### src/hw/lan_led_pkg.sv
package lan_led_pkg;

	// ----------------------------------------
	// Speed codes reported by the PHY
	// ----------------------------------------
	typedef enum logic [1:0]
	{
		SPEED_10   = 2'h0,
		SPEED_100  = 2'h1,
		SPEED_1000 = 2'h2,
		SPEED_RSVD = 2'h3
	} speed_t;

	// ----------------------------------------
	// Timing
	// ----------------------------------------
	localparam int unsigned CLK_FREQ_HZ      = 100_000_000;
	localparam int unsigned BLINK_HALF_MS    = 50;
	localparam int unsigned BLINK_HALF_CYC   = (CLK_FREQ_HZ / 1000) * BLINK_HALF_MS;
	localparam logic [1:0]  RESET_SYNC_INIT  = 2'h0;
	localparam logic [1:0]  HOLD_TICKS       = 2'h3;

endpackage : lan_led_pkg

### src/hw/lan_link_led_indicator.sv
`timescale 1ns/1ps

// Notes on behaviour
// - The link/activity LED is dark whenever the link is down.
// - The link/activity LED is steadily lit while the link is up and idle.
// - Reported traffic makes the link/activity LED blink, overriding steady on.
// - In the 10/100 variant the yellow speed LED is dark at 10 Mbit/s.
// - In the 10/100 variant the yellow speed LED is lit at 100 Mbit/s.
// - In the gigabit variant both speed LED colours are dark at 10 Mbit/s.
// - In the gigabit variant only the green speed element is lit at 100 Mbit/s.
// - In the gigabit variant only the yellow speed element is lit at 1000 Mbit/s.
module lan_link_led_indicator #(
	parameter bit          GIGABIT  = 1'b1,
	parameter int unsigned HALF_CYC = lan_led_pkg::BLINK_HALF_CYC
) (
	input  wire logic               clk_sys,
	input  wire logic               reset_n,
	input  wire logic               linkUp,
	input  wire logic               txActivity,
	input  wire logic               rxActivity,
	input  wire lan_led_pkg::speed_t linkSpeed,
	output logic                    ledLinkAct,
	output logic                    ledSpeedYellow,
	output logic                    ledSpeedGreen
);
	import lan_led_pkg::*;

	// ----------------------------------------
	// Reset release
	// ----------------------------------------
	logic [1:0] rstSync_q;
	logic       rstSync_n;

	always_ff @(posedge clk_sys or negedge reset_n)
	begin
		if (!reset_n)
			rstSync_q <= RESET_SYNC_INIT;
		else
			rstSync_q <= {rstSync_q[0], 1'b1};
	end

	assign rstSync_n = rstSync_q[1];

	// ----------------------------------------
	// Blink source
	// ----------------------------------------
	logic phaseTick;
	logic phaseLevel;

	blink_divider #(
		.HALF_CYC (HALF_CYC)
	) u_div (
		.clk_sys    (clk_sys),
		.rstSync_n  (rstSync_n),
		.phaseTick  (phaseTick),
		.phaseLevel (phaseLevel)
	);

	// ----------------------------------------
	// Activity stretch
	// ----------------------------------------
	// Hold counts three tick edges so a lone pulse spans a whole off/on period
	logic [1:0] hold_q;
	logic [1:0] hold_d;
	logic       anyActivity;
	logic       holdLive;

	assign anyActivity = txActivity | rxActivity;
	assign holdLive    = (hold_q != 2'h0);

	always_comb
	begin
		hold_d = hold_q;
		if (!linkUp)
		begin
			// Traffic with link down must not leave a stale blink
			hold_d = 2'h0;
		end
		else if (anyActivity)
		begin
			hold_d = HOLD_TICKS;
		end
		else if (phaseTick && holdLive)
		begin
			hold_d = hold_q - 2'h1;
		end
	end

	always_ff @(posedge clk_sys or negedge rstSync_n)
	begin
		if (!rstSync_n)
		begin
			hold_q <= 2'h0;
		end
		else
		begin
			hold_q <= hold_d;
		end
	end

	// ----------------------------------------
	// Link and activity LED
	// ----------------------------------------
	// Blink phase is shared, so a burst may start on either half
	logic ledLinkAct_q;
	logic ledLinkAct_d;

	always_comb
	begin
		if (!linkUp)
		begin
			ledLinkAct_d = 1'b0;
		end
		else if (holdLive)
		begin
			ledLinkAct_d = phaseLevel;
		end
		else
		begin
			ledLinkAct_d = 1'b1;
		end
	end

	always_ff @(posedge clk_sys or negedge rstSync_n)
	begin
		if (!rstSync_n)
		begin
			ledLinkAct_q <= 1'b0;
		end
		else
		begin
			ledLinkAct_q <= ledLinkAct_d;
		end
	end

	// ----------------------------------------
	// Speed LED
	// ----------------------------------------
	// Speed ignores link state; the PHY reports a code even when down
	logic ledYel_q;
	logic ledYel_d;
	logic ledGrn_q;
	logic ledGrn_d;

	always_comb
	begin
		ledYel_d = 1'b0;
		ledGrn_d = 1'b0;
		if (GIGABIT)
		begin
			unique case (linkSpeed)
				SPEED_100:
				begin
					ledGrn_d = 1'b1;
				end
				SPEED_1000:
				begin
					ledYel_d = 1'b1;
				end
				default:
				begin
					// Reserved code falls back to the slow indication
					ledGrn_d = 1'b0;
				end
			endcase
		end
		else
		begin
			// Single colour part: green element never lit
			ledYel_d = (linkSpeed == SPEED_100);
		end
	end

	always_ff @(posedge clk_sys or negedge rstSync_n)
	begin
		if (!rstSync_n)
		begin
			ledYel_q <= 1'b0;
			ledGrn_q <= 1'b0;
		end
		else
		begin
			ledYel_q <= ledYel_d;
			ledGrn_q <= ledGrn_d;
		end
	end

	// ----------------------------------------
	// Outputs
	// ----------------------------------------
	// Straight from flops so the jack sees no decode glitches

	assign ledLinkAct     = ledLinkAct_q;

	assign ledSpeedYellow = ledYel_q;

	assign ledSpeedGreen  = ledGrn_q;


endmodule : lan_link_led_indicator

### src/hw/blink_divider.sv
`timescale 1ns/1ps

module blink_divider #(
	parameter int unsigned HALF_CYC = 5_000_000
) (
	input  wire logic clk_sys,
	input  wire logic rstSync_n,
	output logic      phaseTick,
	output logic      phaseLevel
);
	import lan_led_pkg::*;

	localparam int unsigned CW = (HALF_CYC > 1) ? $clog2(HALF_CYC) : 1;
	localparam logic [CW-1:0] LAST = CW'(HALF_CYC - 1);

	logic [CW-1:0] count_q;
	logic [CW-1:0] count_d;
	logic          tick_q;
	logic          tick_d;
	logic          level_q;
	logic          level_d;

	// ----------------------------------------
	// Free-running divider
	// ----------------------------------------
	always_comb
	begin
		tick_d  = (count_q == LAST);
		count_d = tick_d ? '0 : count_q + CW'(1);
		level_d = tick_d ? ~level_q : level_q;
	end

	always_ff @(posedge clk_sys or negedge rstSync_n)
	begin
		if (!rstSync_n)
		begin
			count_q <= '0;
			tick_q  <= 1'b0;
			level_q <= 1'b0;
		end
		else
		begin
			count_q <= count_d;
			tick_q  <= tick_d;
			level_q <= level_d;
		end
	end

	assign phaseTick  = tick_q;
	assign phaseLevel = level_q;

endmodule : blink_divider

### config.mk
export PLATFORM = sky130hd
export DESIGN_NAME = lan_link_led_indicator
export DESIGN_NICKNAME = d
export VERILOG_FILES = /design/src/hw/lan_led_pkg.sv /design/src/hw/lan_link_led_indicator.sv /design/src/hw/blink_divider.sv
export SDC_FILE = /design/constraint.sdc
export NUM_CORES = 1
export LEC_CHECK = 0
export BUFFER_PORTS_ARGS = -buffer_cell sky130_fd_sc_hd__clkbuf_2
export CAP_MARGIN = 5
export CORE_MARGIN = 8
export CORE_UTILIZATION = 58
export CTS_CLUSTER_DIAMETER = 50
export CTS_CLUSTER_SIZE = 14
export DETAILED_ROUTE_END_ITERATION = 8
export PLACE_DENSITY = 0.79
export SKIP_LAST_GASP = 1
export SLEW_MARGIN = 15
export SYNTH_ARGS = -nofsm -noshare
export SYNTH_HDL_FRONTEND = slang
export SYNTH_HIERARCHICAL = 1
export SYNTH_SLANG_ARGS = --single-unit
### constraint.sdc
create_clock -name clk_sys -period 1.05 [get_ports clk_sys]
set_input_delay 0.0525 -clock clk_sys [delete_from_list [all_inputs] [get_ports clk_sys]]
set_output_delay 0.0525 -clock clk_sys [all_outputs]
set_load 0.05 [all_outputs]
[Word level (Yosys, flattened, before mapping)]
Index checks and enable logic that the tools add are counted.
Word-level totals
  bits in writable memories: 0
  input bits: 7
  memories kept: 0
  output and inout bits: 3
  bits in latches: 0
  word-level logic and storage cells: 26
  register bits after elaboration: 32
  bits in read-only memories: 0
Operators by class
  multipliers: 0
  eq/ne operators: 4
  bitwise operators: 2
  muxes and demuxes: 8
  shifts and indexed selects: 0
  divide/modulo/power cells: 0
  magnitude comparators: 0
  reduce and logical (&&, ||, !) cells: 2
  $add $sub $neg: 2
Operators by type and width (number)
  adder 23 x 1 -> 23 bit (second input constant): 1
  equality test 23 bit (second input constant): 1
  2-to-1 mux 23 bit: 1
  2-to-1 mux 2 bit: 3
  2-to-1 mux 1 bit: 4
  inequality test 3 x 1 -> 1 bit (second input constant): 1
  equality test 2 x 1 -> 1 bit (second input constant): 1
  equality test 2 bit (second input constant): 1
  nonzero test 2 bit: 1
  subtractor 2 x 1 -> 2 bit (second input constant): 1
  logical AND 1 bit: 1
  inverter 1 bit: 1
  bitwise OR 1 bit: 1

[Logic depth before layout (Yosys ltp)]
Gate-level depths: netlist of run 1.
  depth after elaboration: 5
  gate-level depth with buffers: 6
  depth with buffers taken out: 5

[Modules after synthesis]
Netlist of run 1, hierarchy kept.
By module, submodules not included
  blink_divider: sequential area each 625.6 um^2, instances 1, area each 1176.1 um^2, cells an instance 112
  lan_link_led_indicator: sequential area each 175.2 um^2, instances 1, area each 269.0 um^2, cells an instance 19

[Worst setup path before layout of run 1]
No wires, ideal clock.
  kind: register to register
  start point: register u_div.count_q[0]
  end point: register u_div.count_q[22]
  buffers on the path: 1
  data required time: 0.973 ns
  slack: -0.752 ns
  period minus slack after synthesis: 1.802 ns
  cell stages (with the launch flop): 7
  data arrival time: 1.725 ns
  setup time: 0.077 ns
  cell sequence: dfrtp_1 > ha_1 > nand4_1 > or3_1 > buf_2 > or4_1 > a21oi_1
Between the ends
  word-level cells in the longest chain between the ends: 2
  elaborated cells on any way between the ends: 3
  classes of those cells: 1 x add/sub; 1 x eq/ne; 1 x mux
RTL lines
  start, declared: RTL line blink_divider.sv:16  | logic [CW-1:0] count_q;
  start signal, assigned: RTL line blink_divider.sv:43  | count_q <= count_d;
  adder 23 x 1 -> 23 bit / equality test 23 bit (equally long branches): RTL line blink_divider.sv:29, blink_divider.sv:28
  2-to-1 mux 23 bit (*): RTL line blink_divider.sv:29  | count_d = tick_d ? '0 : count_q + CW'(1);
  named net u_div.count_d[22]: RTL line blink_divider.sv:17  | logic [CW-1:0] count_d;
Mark *: on every way through the listed nets, which the timed path passes. The rest lies on a longest branch.
A chain may end at the register's enable or synchronous reset.

[Final worst setup path of run 1]
  start point: register u_div.count_q[1]
  end point: register u_div.count_q[18]
Same word-level chain as after synthesis.

==> results of run 1 <==
[placed cells by master, fill, tap and decap left out, drive strengths merged]
cell type / instances
nor2: 14
o21a: 1
o21ai: 2
dlygate4sd3: 6
clkbuf: 16
bufinv: 1
and2: 1
nor2b: 3
nand3: 9
xor2: 8
mux2i: 1
or4: 3
nand2: 6
and3: 2
nor4b: 2
dfrtp: 32
buf: 43
o31ai: 1
or3: 3
or2: 1
ha: 2
a21oi: 3
nand2b: 1
inv: 6
nor4: 3
and4: 1
xnor2: 12
nor3: 3
o31a: 2
conb: 1
nand4: 5
[stage by stage]
stage	setup TNS (ps)	cells	setup WS [ps]	total power [W]	cell area [um2]
after global placement	-11270	204	-589	0.00137	1830
after global routing	-15440	224	-801	0.00252	2220
after floorplan	-10570	131	-699	0.00134	1500
after CTS	-12260	221	-670	0.00244	2080
final	-14080	224	-752	0.00244	2220
after detailed placement	-12460	204	-687	0.00138	1830
[report_power, final]
group / leakage [nW] / total [W] / internal (W) / switching [W]
clock: 0.0515 / 0.00105 / 0.000632 / 0.000415
combinational: 0.566 / 0.000142 / 0.0000603 / 0.0000815
sequential: 0.424 / 0.00125 / 0.00125 / 0.00000749
[layer usage]
| metal | up-vias | global-route usage | part of all wire |
|---|---|---|---|
| met2 | 80 | 0.376 | 0.52 |
| li1 | 570 | - | - |
| met1 | 656 | 0.207 | 0.33 |
| met5 | - | 0 | 0 |
| met4 | 0 | 0.215 | 0.088 |
| met3 | 43 | 0.0508 | 0.063 |
[flip-flops by register name, summed over array words and instances, names as in the netlist]
register,cells
ledSpeedGreen,1
ledSpeedYellow,1
u_div/phaseTick,1
ledLinkAct,1
hold_q,2
u_div/phaseLevel,1
rstSync_q,2
u_div/count_q,23
[path summary, 6_finish.rpt]
| kind | slack, ps | endpoint |
|---|---|---|
| min in group clk_sys | 370 | rstSync_q[1] |
| max in group asynchronous | 460 | u_div/count_q[6] |
| min reg2reg | 280 | u_div/phaseTick |
| max reg2reg | -750 | u_div/count_q[18] |
| max | -750 | u_div/count_q[18] |
| min | 70 | rstSync_q[0] |
[kinds of logic (layout without fill, tap and decap cells)]
group           count (synthesis)  in the layout  share of synthesized area
simple gates                   57             57                      0.229
other cells                     1              1                    0.00259
xor+xnor                       20             20                      0.121
flops                          32             32                      0.554
compound gates                  9              9                     0.0424
buf+inv                         9             72                     0.0260
mux                             1              1                    0.00693
fa+ha+maj                       2              2                     0.0173
[final cells by class]
type / count / area (um2) / area share
multi-input cells: 90 / 811 / 0.366
flip-flops and latches: 32 / 802 / 0.362
repair buffers: 58 / 449 / 0.203
clock buffers: 7 / 65.1 / 0.0293
well taps: 30 / 37.5 / 0.0169
clock inverters: 1 / 30.0 / 0.0135
inverters: 6 / 22.5 / 0.0102
[worst max-delay path, delay by kind of cell (launching register included)]
family	cells	cell delay [ps]
and+or+nand+nor	3	990
DFF	1	400
adders and majority gates	1	210
AOI/OAI and AO/OA	1	150
[cells in the mapped netlist, types with 3 or more instances]
library cell and number:
nor3_1 3, inv_1 6, buf_2 3, nor2b_1 3, nor2_1 14, nand4_1 4, xor2_1 8, nand2_1 6
or3_1 3, or4_1 3, xnor2_1 12, nand3_1 9, dfrtp_1 32
[what timing repair did]
item / 4_1_cts / 5_1_grt
resized for setup: 17 / 24
endpoints found under the setup margin: 26 / 28
pin swaps: 7 / 15
buffers inserted: 3 / 6
hold buffers: 6 / 0
cloned: 0 / 0
hold endpoints to repair: 7 / 0
==> impl_results.md, run 1 <==
* WL per Instance at 22.6 um
* Sequential-to-total area share from yosys stat at 0.554
* CTS tree: yes
* Crit path DAT at 2060 ps
* Total track usage at 0.219
* Pwr Density at 1100 nW/um2
* IO Count at 10
* Cell count after synthesis at 131
* Core region area at 2410 um2
* DRC at 0
* Leakage at 1.04 nW
* Number of max-cap violations at 0
* Area contributors post-synth: dfrtp_1, xnor2_1, xor2_1
* Crit-path max cell delay at 450 ps
* Number of library cell types mapped by synthesis at 31
* WS Path Type: register to register
* GRT overflow at 0
* Yosys top cell by area: dfrtp_1
* Final WS setup at -752 ps
* Worst-path maximum fanout at 5
* Minimum clock period at 1800 ps
* Seq cells post-synth at 32
* Max-slew violations at 0
* Post-Route Utilization at 0.920
* Clock transition at path regs at 100 ps
* Iteration-0 DRC Markers at 131
* Failing checks: negative setup slack
* Cell mode on critical path: or3_4
* Die W at 65.9 um
* # nets final at 202
* Startpoint types: register
* Initial antenna violation count at 0
* Slowest CP cell: or3_4
* Port Buffers at 9
* Placement row count at 18
* Post-Route WL at 5070 um
* Worst hold margin at 67.5 ps
* Worst Tran Pin Value at 506 ps
* Initial Util at 0.600
* Vias at 1349
* Synth Flop Type: dfrtp_1
* Hold WC Path Type: input port to async pin
* Reg2reg start: u_div/count_q[1]
* Layout cells sized above 1 at 0.510
* Critical path origin: u_div/count_q[1]
* Vias in the first global route at 1472
* Mapped cell area at 1450 um2
* Routability cong. at 0.874
* Ys Warns at 6
* CP required at 1300 ps
* Clock skew at 8.81 ps
* # diodes at 0
* Area fraction of the dominant cell type after synthesis at 0.554
* Routed vias/inst at 6.02
* Clk Latency, worst-skew pair at 320 ps
* Worst path cell trace: ha_2, nand4_1, or3_4, or3_4, a21oi_2
* Maximum level of the CTS H-tree at 2
* Detailed placement HPWL at 2520 um
* Endpoint class of the critical path: register
* Fmax at 0.555 GHz
* Post-synth EDFFs at 0
* Layout fillers at 79
* Die area at 4340 um2
* Final hold vios at 0
* Die Y at 65.9 um
* Max IR drop VDD at 1.10 mV
* Syn Nets at 140
* Final setup vio count at 27
* CTS buffer count at 5
* Normalized max-slew margin at 0.660
* Clock root buffer master: clkbuf_4
* Ys async rst share at 1.00
* Crit share post-route at 1.72
* Pin count of the biggest net entering global routing at 31
* Status: complete, but fails checks
* Worst-case reg-to-reg path depth at 5
* CTS max path bufs at 2
* 1st-pass router iterations at 4
* First-pass GRT wire length at 6900 um
* Area Growth Syn to Fin at 53.4%
* Clock Sink Count at 32
* Syn avg cell area at 11.0 um2
* ANT nets after route at 0
* RSZ-0062 raised after global routing: yes
No activity file was read; power rests on OpenSTA's default activity.
==> run 2: changes to the inputs <==
--- a/config.mk
+++ b/config.mk
@@ -13,6 +13,7 @@
 export CTS_CLUSTER_SIZE = 14
 export DETAILED_ROUTE_END_ITERATION = 8
 export PLACE_DENSITY = 0.79
+export REMOVE_ABC_BUFFERS = 1
 export SKIP_LAST_GASP = 1
 export SLEW_MARGIN = 15
 export SYNTH_ARGS = -nofsm -noshare
==> run 2 against run 1 <==
  * Non-clock buffer count increased by 5
  * Largest cell class is now flip-flops and latches
  * Global-route usage decreased by 4.2 points
  * Count of clock-buffer cells in the layout decreased by 1
  * Final area rose by 0.28%
  * Critical path depth did not move
  * Largest power group unchanged
  * The run still ends with negative setup slack left
  * Critical endpoint is now u_div/phaseLevel
  * Core utilization rose by 0.26 points
  * Sequential share of layout area fell by 0.10 points
  * Flip-flop and latch count did not move
==> impl_results.md, run 2 (same netlist as run 1, synthesis figures left out) <==
* Status: complete, but fails checks
* Failing checks: negative setup slack
* Leakage at 1.05 nW
* Crit-path max cell delay at 460 ps
* Core region area at 2410 um2
* WS Path Type: register to register
* IO Count at 10
* Commonest cells after routing, fill and taps aside: buf_4, dfrtp_1, xnor2_1, buf_6, clkbuf_2
* CTS tree: yes
* Clock Sink Count at 32
* Critical Path Stages at 5
* Die area at 4340 um2
* ANT nets after route at 0
* # diodes at 0
* Pwr Density at 958 nW/um2
* Startpoint types: register
* Fmax at 0.538 GHz
* Vias at 1389
* Hold WC Path Type: input port to async pin
* Die Y at 65.9 um
* # nets final at 207
* Top Registers: u_div/count_q (23), hold_q (2), rstSync_q (2)
* 1st-pass router iterations at 4
* DRC at 0
* Initial antenna violation count at 0
* Clock transition at path regs at 100 ps
* Number of max-cap violations at 0
* Endpoint class of the critical path: register
* Initial Util at 0.600
* Routability cong. at 0.853
* Layout cells sized above 1 at 0.508
* Iteration-0 DRC Markers at 152
* Max-slew violations at 0
* Detailed placement HPWL at 2320 um
* Worst-case reg-to-reg path depth at 5
* Routed vias/inst at 6.07
* Crit path buf inv count at 1
* RSZ-0062 raised after global routing: yes
* Worst hold margin at 45.7 ps
* Vias in the first global route at 1275
* Post-Place Cells at 204
* GRT overflow at 0
* Worst path cell trace: nor4b_2, nand3_1, nor4_4, buf_4, xor2_2
* First-pass GRT wire length at 5860 um
* Cell family with most CP delay: simple AND/OR/NAND/NOR gates
* Total negative setup slack at -15890 ps
* Die W at 65.9 um
* Area Growth Syn to Fin at 53.9%
* Register bank with the most flops: u_div/count_q
* Minimum clock period at 1860 ps
* Total track usage at 0.177
* Clock root buffer master: clkbuf_4
* Clock skew at 10.8 ps
* Placement row count at 18
* Final hold vios at 0
* CTS max path bufs at 2
* WL per Instance at 22.7 um
* CP required at 1320 ps
* Final WS setup at -809 ps
* Pin count of the biggest net entering global routing at 22
* Crit share post-route at 1.77
* Post-Route WL at 5200 um
* Maximum level of the CTS H-tree at 2
* Max reg flops at 23
* Max IR drop VDD at 0.961 mV
* Port Buffers at 9
* Clk Latency, worst-skew pair at 340 ps
* Final setup vio count at 27
* Commonest non-fill, non-tap cell in the layout: buf_4
* CTS buffer count at 5
* Slowest CP cell: dfrtp_1
* Final Instance Count excl. Fillers at 229
* Crit path DAT at 2130 ps
* Worst-path maximum fanout at 4
[run 2: cell count changes in the layout (fill, tap and decap cells not counted), moves of 2 or more]
cell	change
nor2_1	-5
buf_6	+5
inv_1	+2
xnor2_2	-2
nor2_4	+3
clkinv_2	+2
inv_2	-2
xnor2_1	+2
nor2_2	+2
[run 2: power breakdown]
group,switching (W),internal (W)
logic,0.0000768,0.0000539
clock network,0.000430,0.000318
registers,0.00000562,0.00125
total,0.000513,0.00162
[run 2: through the flow]
step	utilization	cell area [um2]	power (W)	worst slack [ps]
global route	0.923	2220	0.00220	-870
global placement	0.743	1790	0.00137	-595
CTS	0.814	1960	0.00211	-697
finish	0.923	2220	0.00213	-809
detailed placement	0.743	1790	0.00138	-734
floorplan	-	1430	0.00133	-723
[run 2: metal layers]
layer  vias up  global-route usage  wire (um)
met3        38              0.0458        391
met1       668               0.196       1830
met5         -                   0          0
met4         0              0.0681        327
met2       105               0.313       2650
li1        578                   -          -
[run 2: timing repair]
item                                    CTS  global route
hold buffers                              6             0
setup buffers                             2            11
pin swaps                                 4            19
endpoints found under the setup margin   26            26
gates resized for setup                   9            44
endpoints found under the hold margin     7             0
[run 2: area by class of cell]
cell class / count / area [um2]
Tap cell: 30 / 37.5
Multi-Input combinational cell: 90 / 797
Inverter: 6 / 22.5
Clock inverter: 2 / 10.0
Timing Repair Buffer: 63 / 503
Sequential cell: 32 / 802
Clock buffer: 6 / 51.3
Fill cell: 81 / 186
[run 2: final timing paths]
| check | from | endpoint | slack, ps |
|---|---|---|---|
| max | u_div/count_q[6] | u_div/phaseLevel | -810 |
| min | reset_n | rstSync_q[0] | 50 |
| max reg2reg | u_div/count_q[6] | u_div/phaseLevel | -810 |
| min reg2reg | rstSync_q[1] | u_div/count_q[3] | 200 |
| max in group asynchronous | rstSync_q[1] | u_div/count_q[12] | 520 |
| min in group clk_sys | rstSync_q[0] | rstSync_q[1] | 380 |
==> run 3: changes to the inputs <==
--- a/config.mk
+++ b/config.mk
@@ -7,6 +7,7 @@
 export LEC_CHECK = 0
 export BUFFER_PORTS_ARGS = -buffer_cell sky130_fd_sc_hd__clkbuf_2
 export CAP_MARGIN = 5
+export CORE_ASPECT_RATIO = 0.75
 export CORE_MARGIN = 8
 export CORE_UTILIZATION = 58
 export CTS_CLUSTER_DIAMETER = 50
==> run 3 against run 2 <==
  * The run still ends with negative setup slack left
  * Count of clock-buffer cells in the layout increased by 1
  * Cell count increased by 0.87%
  * Clock skew decreased by 0.68 ps
==> impl_results.md, run 3 (same netlist as run 1, synthesis figures left out) <==
* Status: complete, but fails checks
* Failing checks: negative setup slack
* Crit path DAT at 2060 ps
* CTS tree: yes
* Die area at 4360 um2
* Crit share post-route at 1.76
* Port Buffers at 9
* 1st-pass router iterations at 4
* R2R Setup Slk at -800 ps
* Worst path cell trace: buf_4, nand4_1, or3_4, buf_6, o31ai_1, a21oi_2
* Worst-case reg-to-reg path depth at 6
* Final hold vios at 0
* Leakage at 1.01 nW
* Startpoint types: register
* CTS buffer count at 5
* Total track usage at 0.208
* Max-slew violations at 0
* ANT nets after route at 0
* Initial antenna violation count at 0
* Crit path buf inv count at 2
* Fmax at 0.542 GHz
* RSZ-0062 raised after global routing: yes
* Slowest CP cell: dfrtp_1
* GRT overflow at 0
* Worst r2r dst: u_div/count_q[22]
* Max IR drop VDD at 1.10 mV
* Layout fillers at 87
* Hold WC Path Type: input port to async pin
* CP required at 1260 ps
* WL per Instance at 21.2 um
* # diodes at 0
* Pin count of the biggest net entering global routing at 19
* Routability cong. at 0.825
* # nets final at 206
* Vias at 1368
* Total negative setup slack at -14270 ps
* Minimum clock period at 1850 ps
* Die Y at 59.2 um
* Top Registers: u_div/count_q (23), hold_q (2), rstSync_q (2)
* Endpoint class of the critical path: register
* Die W at 73.6 um
* Register bank with the most flops: u_div/count_q
* Clock Sink Count at 32
* Core region area at 2330 um2
* Area Growth Syn to Fin at 49.5%
* Maximum level of the CTS H-tree at 2
* Final WS setup at -796 ps
* WS Path Type: register to register
* Routed vias/inst at 5.92
* Clk Latency, worst-skew pair at 340 ps
* Iteration-0 DRC Markers at 87
* Detailed placement HPWL at 2380 um
* Layout cells sized above 1 at 0.492
* Vias in the first global route at 1375
* Pwr Density at 1020 nW/um2
* Post-Route Utilization at 0.928
* Clock root buffer master: clkbuf_4
* Number of max-cap violations at 0
* Commonest non-fill, non-tap cell in the layout: buf_4
* Final setup vio count at 25
* Worst-path maximum fanout at 6
* First-pass GRT wire length at 6640 um
* Placement row count at 15
* Clock transition at path regs at 100 ps
* Initial Util at 0.621
* CTS max path bufs at 2
* Clock skew at 10.1 ps
* Post-Route WL at 4910 um
* Crit-path max cell delay at 450 ps
* IO Count at 10
* Max reg flops at 23
* Cell family with most CP delay: compound AO/OA/AOI/OAI gates
* Reg2reg start: u_div/count_q[6]
* DRC at 0
* Commonest cells after routing, fill and taps aside: buf_4, dfrtp_1, xnor2_1, clkbuf_2, xor2_1
-- run 3: power by group --
part / switching [W] / internal [W]
combinational: 0.0000811 / 0.0000650
sequential: 0.00000706 / 0.00125
clock: 0.000418 / 0.000379
total: 0.000506 / 0.00169
-- run 3: how the worst max path moves through the flow --
stage                      from                 to  slack [ps]  cells after the start
2_1_floorplan  u_div/count_q[0]  u_div/count_q[22]        -720                      5
3_3_place_gp   u_div/count_q[0]  u_div/count_q[22]        -630                      5
3_5_place_dp   u_div/count_q[0]  u_div/count_q[22]        -690                      5
4_1_cts        u_div/count_q[1]  u_div/count_q[22]        -650                      5
5_1_grt        u_div/count_q[1]  u_div/count_q[22]        -820                      6
6_report       u_div/count_q[6]  u_div/count_q[22]        -800                      6
-- run 3: area by class of cell --
class                      instances  area [um2]  share of cell area
multi-input combinational         90         753               0.349
tap                               34        42.5              0.0197
clock buffer                       7        65.1              0.0301
inverter                           6        22.5              0.0104
sequential                        32         802               0.371
timing repair buffer              62         475               0.220
-- run 3: metal layers --
layer / vias up / wire [um] / global-route usage
li1: 580 / - / -
met1: 675 / 1860 / 0.234
met2: 79 / 2430 / 0.348
met3: 34 / 310 / 0.0743
met4: 0 / 307 / 0.0850
met5: - / 0 / 0
-- run 3: per-stage QoR --
stage | power [W] | setup slack, ps | hold WS [ps] | area [um2] | cells
finish | 0.00220 | -796 | 22.5 | 2160 | 231
global route | 0.00227 | -822 | 17.8 | 2160 | 231
CTS | 0.00217 | -651 | 23.5 | 2040 | 226
detailed placement | 0.00138 | -690 | -159 | 1800 | 209
global placement | 0.00138 | -626 | -162 | 1800 | 209
floorplan | 0.00133 | -723 | -243 | 1430 | 128
-- run 3: worst register-to-register path: stages (launching register included) --
cell     delay [ps]
dfrtp_1         450
buf_4           160
nand4_1         100
or3_4           370
buf_6           150
o31ai_1         370
a21oi_2         110
-- run 3: timing repair --
item | 4_1_cts | 5_1_grt
gates cloned | 0 | 0
hold buffers | 6 | 0
setup buffers | 5 | 6
resized for setup | 21 | 22
pin swaps | 10 | 10
endpoints found under the setup margin | 28 | 28
endpoints found under the hold margin | 7 | 0
